==> config.mk <==
export PLATFORM = sky130hd
export DESIGN_NAME = rac_alarm_ctrl
export DESIGN_NICKNAME = d
export VERILOG_FILES = /design/src/pkg/rac_pkg.sv /design/src/rac_alarm_ctrl.sv /design/src/rac_prescaler.sv /design/src/rac_match.sv
export SDC_FILE = /design/constraint.sdc
export NUM_CORES = 1
export LEC_CHECK = 0
export ABC_CLOCK_PERIOD_IN_PS = 6200
export BUFFER_PORTS_ARGS = -buffer_cell sky130_fd_sc_hd__buf_2
export CORE_UTILIZATION = 56
export CTS_CLUSTER_SIZE = 16
export DETAILED_ROUTE_END_ITERATION = 8
export GPL_ROUTABILITY_DRIVEN = 0
export GPL_TIMING_DRIVEN = 1
export PLACE_DENSITY = 0.88
export SETUP_SLACK_MARGIN = 0.3
export SLEW_MARGIN = 0
export SYNTH_ARGS = -nofsm -noshare
export SYNTH_HDL_FRONTEND = slang
export SYNTH_SLANG_ARGS = --single-unit
==> constraint.sdc <==
create_clock -name pclk -period 6.2 [get_ports pclk]
set_clock_uncertainty 0.2 [all_clocks]
set_input_delay 0.93 -clock pclk [delete_from_list [all_inputs] [get_ports pclk]]
set_output_delay 0.93 -clock pclk [all_outputs]
set_load 0.05 [all_outputs]
==> src/pkg/rac_pkg.sv <==
// Constants for the RTC alarm control block
// Operation
// RULE1 - Bit 15 arms or disarms the alarm
// RULE2 - Last alarm without chime clears arm bit
// RULE3 - Chime lets repeat count wrap to 0xFF
// RULE4 - Without chime repeat count stops at 0x00
// RULE5 - Disarmed: written initial value sets pulse level
// RULE6 - Armed: initial value write ignored, reads pulse
// RULE7 - Read-unsafe set within 32 RTC clocks
// RULE8 - Software rereads until two reads agree
// RULE9 - Indication assumes reads under 32 bus clocks
// RULE10 - Interval field selects the alarm period
// RULE11 - Yearly February 29 alarm every four years
// RULE12 - Software avoids reserved interval codes
// RULE13 - Software avoids writes while read-unsafe
// RULE14 - Only power-on reset clears alarm control
// RULE15 - Upper sixteen bits read as zero
// RULE16 - Event decrements count and toggles pulse
// RULE17 - Event when unmasked time fields match
package rac_pkg;

  // Bus and clock
  localparam int          PCLK_HZ         = 100_000_000;
  localparam int          RTC_CLK_HZ      = 32_768;
  localparam int          RTC_DIV         = PCLK_HZ / RTC_CLK_HZ;
  localparam int          HALF_SEC_TICKS  = RTC_CLK_HZ / 2;
  localparam int          UNSAFE_TICKS    = 32;
  localparam int          READ_MAX_PCLKS  = 32;

  // Register offsets
  localparam logic [11:0] OFS_ALARM_CTRL  = 12'h000;
  localparam logic [11:0] OFS_IRQ_STATUS  = 12'h004;
  localparam logic [11:0] OFS_IRQ_CLEAR   = 12'h008;
  localparam logic [11:0] OFS_IRQ_ENABLE  = 12'h00C;

  // Alarm control field positions
  localparam int          BIT_ARM         = 15;
  localparam int          BIT_CHIME       = 14;
  localparam int          BIT_PIV         = 13;
  localparam int          BIT_UNSAFE      = 12;
  localparam int          INTV_LSB        = 8;
  localparam int          INTV_MSB        = 11;
  localparam int          RPT_LSB         = 0;
  localparam int          RPT_MSB         = 7;

  // Reset and wrap values
  localparam logic [7:0]  RPT_RESET       = 8'h00;
  localparam logic [7:0]  RPT_WRAP        = 8'hFF;
  localparam logic [3:0]  INTV_RESET      = 4'h0;
  localparam logic [1:0]  IRQ_RESET       = 2'h0;

  // Interrupt status bits
  localparam int          IRQ_ALARM       = 0;
  localparam int          IRQ_DISARM      = 1;
  localparam int          IRQ_BITS        = 2;

  // Match flag positions
  localparam int          M_SEC_ONES      = 0;
  localparam int          M_SEC_TENS      = 1;
  localparam int          M_MIN_ONES      = 2;
  localparam int          M_MIN_TENS      = 3;
  localparam int          M_HOUR          = 4;
  localparam int          M_WEEKDAY       = 5;
  localparam int          M_DAY           = 6;
  localparam int          M_MONTH         = 7;

  typedef enum logic [3:0] {
    RAC_HALF_SEC = 4'h0,
    RAC_SECOND   = 4'h1,
    RAC_TEN_SEC  = 4'h2,
    RAC_MINUTE   = 4'h3,
    RAC_TEN_MIN  = 4'h4,
    RAC_HOUR     = 4'h5,
    RAC_DAY      = 4'h6,
    RAC_WEEK     = 4'h7,
    RAC_MONTH    = 4'h8,
    RAC_YEAR     = 4'h9
  } rac_interval_t;

endpackage : rac_pkg

==> src/rac_alarm_ctrl.sv <==
// RTC alarm control register, repeat logic, APB slave and interrupt
//
// Design decisions made here: the address map and register access over APB.
`timescale 1ns/100ps
module rac_alarm_ctrl
  import rac_pkg::*;
#(
  parameter int HALF_TICKS = HALF_SEC_TICKS
) (
  // Clock and power-on reset
  input  wire logic        pclk,
  input  wire logic        presetn,
  // Other reset sources, synchronous pulse
  input  wire logic        sys_reset,
  // APB slave
  input  wire logic        psel,
  input  wire logic        penable,
  input  wire logic        pwrite,
  input  wire logic [11:0] paddr,
  input  wire logic [31:0] pwdata,
  output logic      [31:0] prdata,
  output logic             pready,
  output logic             pslverr,
  // RTC side
  input  wire logic        rtc_on,
  input  wire logic [7:0]  time_match,
  input  wire logic        alarm_feb29,
  input  wire logic        leap_year,
  // Alarm outputs
  output logic             alarm_pulse,
  output logic             alarm_event,
  output logic             irq
);

  function automatic logic hit(input logic [11:0] a, input logic [11:0] ofs);
    hit = (a == ofs);
  endfunction : hit

  logic                arm_reg;
  logic                chime_reg;
  logic                pulse_reg;
  logic [3:0]          intv_reg;
  logic [7:0]          rpt_reg;
  logic [IRQ_BITS-1:0] irq_stat_reg;
  logic [IRQ_BITS-1:0] irq_en_reg;
  logic                half_sec;
  logic                sec_phase;
  logic                read_unsafe;
  logic                acc;
  logic                wr;
  logic                rd;
  logic                mapped;
  logic                wr_ctrl;
  logic                auto_disarm;
  logic [31:0]         rdata_next;
  logic [IRQ_BITS-1:0] irq_set;
  logic [IRQ_BITS-1:0] irq_clr;

  rac_prescaler #(
    .HALF_TICKS (HALF_TICKS)
  ) u_prescaler (
    .pclk        (pclk),
    .presetn     (presetn),
    .rtc_on      (rtc_on),
    .half_sec    (half_sec),
    .sec_phase   (sec_phase),
    .read_unsafe (read_unsafe)
  );

  rac_match u_match (
    .pclk        (pclk),
    .presetn     (presetn),
    .half_sec    (half_sec),
    .sec_phase   (sec_phase),
    .armed       (arm_reg),
    .interval    (intv_reg),
    .match       (time_match),
    .alarm_feb29 (alarm_feb29),
    .leap_year   (leap_year),
    .alarm_event (alarm_event)
  );

  // Zero-wait APB slave; unmapped offsets answer with an error
  assign acc     = psel && penable;
  assign wr      = acc && pwrite;
  assign rd      = psel && !penable && !pwrite;
  assign mapped  = hit(paddr, OFS_ALARM_CTRL) || hit(paddr, OFS_IRQ_STATUS)
                   || hit(paddr, OFS_IRQ_CLEAR) || hit(paddr, OFS_IRQ_ENABLE);
  assign pready  = 1'b1;
  assign pslverr = acc && !mapped;
  assign wr_ctrl = wr && hit(paddr, OFS_ALARM_CTRL);

  // RULE2 last alarm disarms
  assign auto_disarm = alarm_event && (rpt_reg == RPT_RESET) && !chime_reg;

  // RULE14 only presetn (power-on) clears; sys_reset ignored here
  // RULE1 arm bit
  always_ff @(posedge pclk or negedge presetn) begin
    if (!presetn) begin
      arm_reg <= 1'b0;
    end else if (auto_disarm) begin
      arm_reg <= 1'b0;
    end else if (wr_ctrl) begin
      arm_reg <= pwdata[BIT_ARM];
    end
  end

  always_ff @(posedge pclk or negedge presetn) begin
    if (!presetn) begin
      chime_reg <= 1'b0;
      intv_reg  <= INTV_RESET;
    end else if (wr_ctrl) begin
      chime_reg <= pwdata[BIT_CHIME];
      intv_reg  <= pwdata[INTV_MSB:INTV_LSB];
    end
  end

  // RULE16 decrement on event; event beats a same-cycle write
  always_ff @(posedge pclk or negedge presetn) begin
    if (!presetn) begin
      rpt_reg <= RPT_RESET;
    end else if (alarm_event) begin
      if (rpt_reg != RPT_RESET) begin
        rpt_reg <= rpt_reg - 8'h01;
      end else if (chime_reg) begin
        // RULE3 chime wrap
        rpt_reg <= RPT_WRAP;
      end else begin
        // RULE4 hold at zero
        rpt_reg <= RPT_RESET;
      end
    end else if (wr_ctrl) begin
      rpt_reg <= pwdata[RPT_MSB:RPT_LSB];
    end
  end

  // RULE16 pulse toggles per event
  always_ff @(posedge pclk or negedge presetn) begin
    if (!presetn) begin
      pulse_reg <= 1'b0;
    end else if (alarm_event) begin
      pulse_reg <= ~pulse_reg;
    end else if (wr_ctrl && !arm_reg) begin
      // RULE5 initial level while disarmed
      pulse_reg <= pwdata[BIT_PIV];
    end
  end

  assign alarm_pulse = pulse_reg;

  // Interrupt: sticky status, set wins over clear
  assign irq_set = {auto_disarm, alarm_event};
  assign irq_clr = (wr && hit(paddr, OFS_IRQ_CLEAR)) ? pwdata[IRQ_BITS-1:0] : IRQ_RESET;

  always_ff @(posedge pclk or negedge presetn) begin
    if (!presetn) begin
      irq_stat_reg <= IRQ_RESET;
      irq_en_reg   <= IRQ_RESET;
    end else if (sys_reset) begin
      irq_stat_reg <= IRQ_RESET;
      irq_en_reg   <= IRQ_RESET;
    end else begin
      irq_stat_reg <= (irq_stat_reg & ~irq_clr) | irq_set;
      if (wr && hit(paddr, OFS_IRQ_ENABLE)) begin
        irq_en_reg <= pwdata[IRQ_BITS-1:0];
      end
    end
  end

  always_ff @(posedge pclk or negedge presetn) begin
    if (!presetn) begin
      irq <= 1'b0;
    end else begin
      irq <= |((irq_stat_reg | irq_set) & irq_en_reg);
    end
  end

  // Read data captured in the setup cycle, held through the access
  always_comb begin
    rdata_next = 32'h0000_0000;
    if (hit(paddr, OFS_ALARM_CTRL)) begin
      // RULE15 upper half reads zero
      rdata_next[BIT_ARM]           = arm_reg;
      rdata_next[BIT_CHIME]         = chime_reg;
      // RULE6 armed read returns pulse level
      rdata_next[BIT_PIV]           = pulse_reg;
      // RULE9 window sized for reads under 32 bus clocks
      rdata_next[BIT_UNSAFE]        = read_unsafe;
      rdata_next[INTV_MSB:INTV_LSB] = intv_reg;
      rdata_next[RPT_MSB:RPT_LSB]   = rpt_reg;
    end else if (hit(paddr, OFS_IRQ_STATUS)) begin
      rdata_next[IRQ_BITS-1:0] = irq_stat_reg;
    end else if (hit(paddr, OFS_IRQ_ENABLE)) begin
      rdata_next[IRQ_BITS-1:0] = irq_en_reg;
    end
  end

  always_ff @(posedge pclk or negedge presetn) begin
    if (!presetn) begin
      prdata <= 32'h0000_0000;
    end else if (rd) begin
      prdata <= rdata_next;
    end
  end
endmodule : rac_alarm_ctrl

==> src/rac_prescaler.sv <==
// RTC prescaler: RTC clock enable, half-second rollover and read-unsafe window
`timescale 1ns/100ps
module rac_prescaler
  import rac_pkg::*;
#(
  parameter int HALF_TICKS = HALF_SEC_TICKS
) (
  // Clock and reset
  input  wire logic pclk,
  input  wire logic presetn,
  // Control
  input  wire logic rtc_on,
  // Status
  output logic      half_sec,
  output logic      sec_phase,
  output logic      read_unsafe
);

  logic [11:0] div_reg;
  logic [15:0] tick_reg;
  logic        rtc_en;
  logic [15:0] remain;

  assign rtc_en = rtc_on && (div_reg == 12'(RTC_DIV - 1));
  assign remain = 16'(HALF_TICKS - 1) - tick_reg;

  always_ff @(posedge pclk or negedge presetn) begin
    if (!presetn) begin
      div_reg <= 12'h000;
    end else if (!rtc_on || rtc_en) begin
      div_reg <= 12'h000;
    end else begin
      div_reg <= div_reg + 12'h001;
    end
  end

  always_ff @(posedge pclk or negedge presetn) begin
    if (!presetn) begin
      tick_reg <= 16'h0000;
      half_sec <= 1'b0;
      sec_phase <= 1'b0;
    end else begin
      half_sec <= 1'b0;
      if (rtc_en) begin
        if (remain == 16'h0000) begin
          tick_reg  <= 16'h0000;
          half_sec  <= 1'b1;
          sec_phase <= ~sec_phase;
        end else begin
          tick_reg <= tick_reg + 16'h0001;
        end
      end
    end
  end

  // RULE7 unsafe near rollover
  always_ff @(posedge pclk or negedge presetn) begin
    if (!presetn) begin
      read_unsafe <= 1'b0;
    end else begin
      read_unsafe <= rtc_on && (remain < 16'(UNSAFE_TICKS));
    end
  end

endmodule : rac_prescaler

==> src/rac_match.sv <==
// Alarm event generator from interval code and time field matches
`timescale 1ns/100ps
module rac_match
  import rac_pkg::*;
(
  // Clock and reset
  input  wire logic       pclk,
  input  wire logic       presetn,
  // Timebase
  input  wire logic       half_sec,
  input  wire logic       sec_phase,
  // Setting
  input  wire logic       armed,
  input  wire logic [3:0] interval,
  input  wire logic [7:0] match,
  input  wire logic       alarm_feb29,
  input  wire logic       leap_year,
  // Result
  output logic            alarm_event
);

  // RULE17 unmasked fields match
  function automatic logic hits(input logic [3:0] code, input logic [7:0] m,
                                input logic feb29, input logic leap);
    logic [4:0] base;
    base = m[M_HOUR:M_SEC_ONES];
    case (code)
      RAC_HALF_SEC: hits = 1'b1;
      RAC_SECOND:   hits = 1'b1;
      RAC_TEN_SEC:  hits = m[M_SEC_ONES];
      RAC_MINUTE:   hits = &m[M_SEC_TENS:M_SEC_ONES];
      RAC_TEN_MIN:  hits = &m[M_MIN_ONES:M_SEC_ONES];
      RAC_HOUR:     hits = &m[M_MIN_TENS:M_SEC_ONES];
      RAC_DAY:      hits = &base;
      RAC_WEEK:     hits = (&base) && m[M_WEEKDAY];
      RAC_MONTH:    hits = (&base) && m[M_DAY];
      // RULE11 leap-day alarm only in leap years
      RAC_YEAR:     hits = (&base) && m[M_DAY] && m[M_MONTH] && (!feb29 || leap);
      default:      hits = 1'b0;
    endcase
  endfunction : hits

  logic whole_sec;

  // Falling phase marks the full-second rollover
  assign whole_sec = !sec_phase;

  // RULE10 interval selects period
  always_ff @(posedge pclk or negedge presetn) begin
    if (!presetn) begin
      alarm_event <= 1'b0;
    end else begin
      alarm_event <= armed && half_sec
                     && (interval == RAC_HALF_SEC || whole_sec)
                     && hits(interval, match, alarm_feb29, leap_year);
    end
  end

endmodule : rac_match

==> impl_metrics.ini <==
[critical_path]
criticalPathCategory = in -> out
endpoint_kind = output pin
cp_num_buf_inv = 2
cp_top_family = simple AND/OR/NAND/NOR gates
cp.arrival_ns = 2.02
critPathSlowestCell = nor4_2
cp_num_cells = 5
worstPathMaxFanout = 6
crit_path_frequent_cell = buf_2
required_ns = 5.07
r2r_cells = 6
cp-start-kind = primary input
crit_chain = buf_2 -> nor4_2 -> nand3_2 -> and3_1 -> buf_2
crit_path_max_incr_delay_ns = 0.34

[detailed_routing]
first_pass_iters = 9
drc = 7
num_vias = 3003
drt_first_iter_violations = 160
wl_per_cell_um = 16.1
vias_per_cell = 5.97
drtAntennaViolNets = 0
wirelength_mm = 8.08

[finish]
area_delta_synth_final_pct = 12.2
drive_gt1_share_pct = 25.1
final_cell_mix = dfrtp_1, buf_2, nor2_1
nets = 487
fillers = 530
fin_area_mm2 = 0.00422
fin_util_pct = 65.8
mostFrequentLayoutCell = dfrtp_1
diodes = 0

[global_routing]
grt_pass1_vias = 2928
grt_pass1_wl_mm = 13.4
grt_usage_pct = 24.2
grt_max_degree = 69
antenna_found_initial = 0
overflow = 0

[synthesis]
synth_edf_count = 0
synth-async-reset-ratio_pct = 100
synth-main-ff-cell = dfrtp_1
ys_seq_area_share_pct = 45.2
syn_area_mm2 = 0.00376
ys_top_cells_by_area = dfrtp_1, buf_4, a22o_1
syn_avg_cell_area_um2 = 10.4
yosys_register_bits = 68
yosys_warnings = 0
yosysTopAreaCellShare_pct = 45.2
yosys.area.top_type = dfrtp_1
netlist-cell-type-count = 62
synth_cells = 362

[place]
dp_worst_setup_slack_ns = 2.97
post_dp_cell_area_mm2 = 0.00402
port_buffers = 63
dpl.hpwl_mm = 5.65

[sta]
worstMarginPinSlew_ns = 0.908
fmax_mhz = 317
relSlewSlack_pct = 39.0
whs_ns = 0.277
rsz0062_at_grt = false
setup_slack_ns = 3.05
hold_viol_final = 0
final_max_slew_viol_count = 0
fin_crit_sh_pct = 50.8
fin_crit_ns = 3.15
tns_ns = 0
finalSetupViolCount = 0

[hold_path]
holdCritPathClass = reg -> reg
hold_depth = 1

[power_and_ir_drop]
powerDensity_mw_per_mm2 = 209
p_leak_nw = 1.94
peakVddDrop_mv = 0.174

[floorplanning]
row_count = 29
die_height_um = 84.0
initial_utilization_pct = 58.6
io_pins = 98
core-area_mm2 = 0.00642
die_x_um = 84.0
die_area_mm2 = 0.00706

[cts]
insertion_delay_ns = 0.35
cts.sinks = 68
cts_max_level = 3
clk_pin_slew_ns = 0.07
cts_setup_buffers = 0
postCtsResizedCells = 0
clockBufferDepth = 2
cts-buffers-inserted = 9
hold_buffers = 0
cts_tree = built
cts_root_buf = clkbuf_8

[outcome]
violations = DRC
status = finished with violations

[run]
cap_violations = 0
-- Yosys cell counts (6+ instances only) --
| cell | count |
|---|---|
| a21oi_1 | 11 |
| a22o_1 | 15 |
| and3_1 | 6 |
| and4_1 | 7 |
| buf_4 | 18 |
| dfrtp_1 | 68 |
| inv_1 | 14 |
| mux2_2 | 11 |
| mux2i_1 | 8 |
| nand2_1 | 22 |
| nand3_1 | 15 |
| nand4_1 | 11 |
| nor2_1 | 25 |
| nor3_1 | 7 |
| nor4_2 | 6 |
| o21ai_0 | 9 |
| xnor2_1 | 6 |
| xor2_1 | 11 |
-- layer usage --
layer  up-vias  GRT usage, %  share of wire, %  wire length [um]
met5         -             0                 0                 0
met4         0          8.15               1.1                88
met3         9          6.53               4.9               397
met2        75          41.8                52              4200
met1      1492          29.1                42              3390
li1       1427             -                 -                 -
-- layout make-up --
cell class	instances	area [um2]	area share [%]
sequential	68	1700	40.3
tap	77	96.3	2.28
clock inverter	4	47.5	1.13
multi-input combinational	264	1850	43.7
clock buffer	12	155	3.67
timing repair buffer	64	323	7.64
inverter	14	52.6	1.24
-- final timing paths --
kind | startpoint | end | slack [ns]
worst max-delay path | paddr[1] | pslverr | 3.05
worst min-delay path | u_prescaler.read_unsafe | prdata[12] | 0.28
worst min register to register | u_prescaler.read_unsafe | prdata[12] | 0.28
worst max register to register | rpt_reg[0] | rpt_reg[4] | 3.97
min in group asynchronous | presetn | prdata[6] | 0.55
max in group asynchronous | presetn | u_prescaler.tick_reg[8] | 4.68
-- power by group --
part	leakage, nW	internal [W]	switching (W)
Combinational	0.943	0.0000153	0.0000474
Sequential	0.896	0.000445	0.00000207
Clock	0.102	0.000206	0.000164
-- cell families after synthesis --
| group | after synthesis | share of synthesized area, % |
|---|---|---|
| AOI/OAI and AO/OA | 70 | 13.4 |
| xor gates and xnor gates | 17 | 3.95 |
| adders and majority gates | 5 | 1.66 |
| buffers and inverters | 45 | 7.21 |
| DFF | 68 | 45.2 |
| muxes | 19 | 5.42 |
| other | 2 | 0.199 |
| and+or+nand+nor | 136 | 23.0 |
-- worst reg2reg max path, stage by stage (launching register included) --
cell and delay (ns):
dfrtp_1 0.45, inv_1 0.11, ha_1 0.21, or4b_1 0.54, nor2_4 0.23, a311oi_1 0.08
o32a_1 0.30
-- per-stage QoR --
step | power (W) | std cells
2_1_floorplan | 0.000500 | 377
3_3_place_gp | 0.000517 | 487
3_5_place_dp | 0.000519 | 487
4_1_cts | 0.000890 | 503
5_1_grt | 0.000912 | 503
6_report | 0.000881 | 503
(Power assumes the default switching activity.)
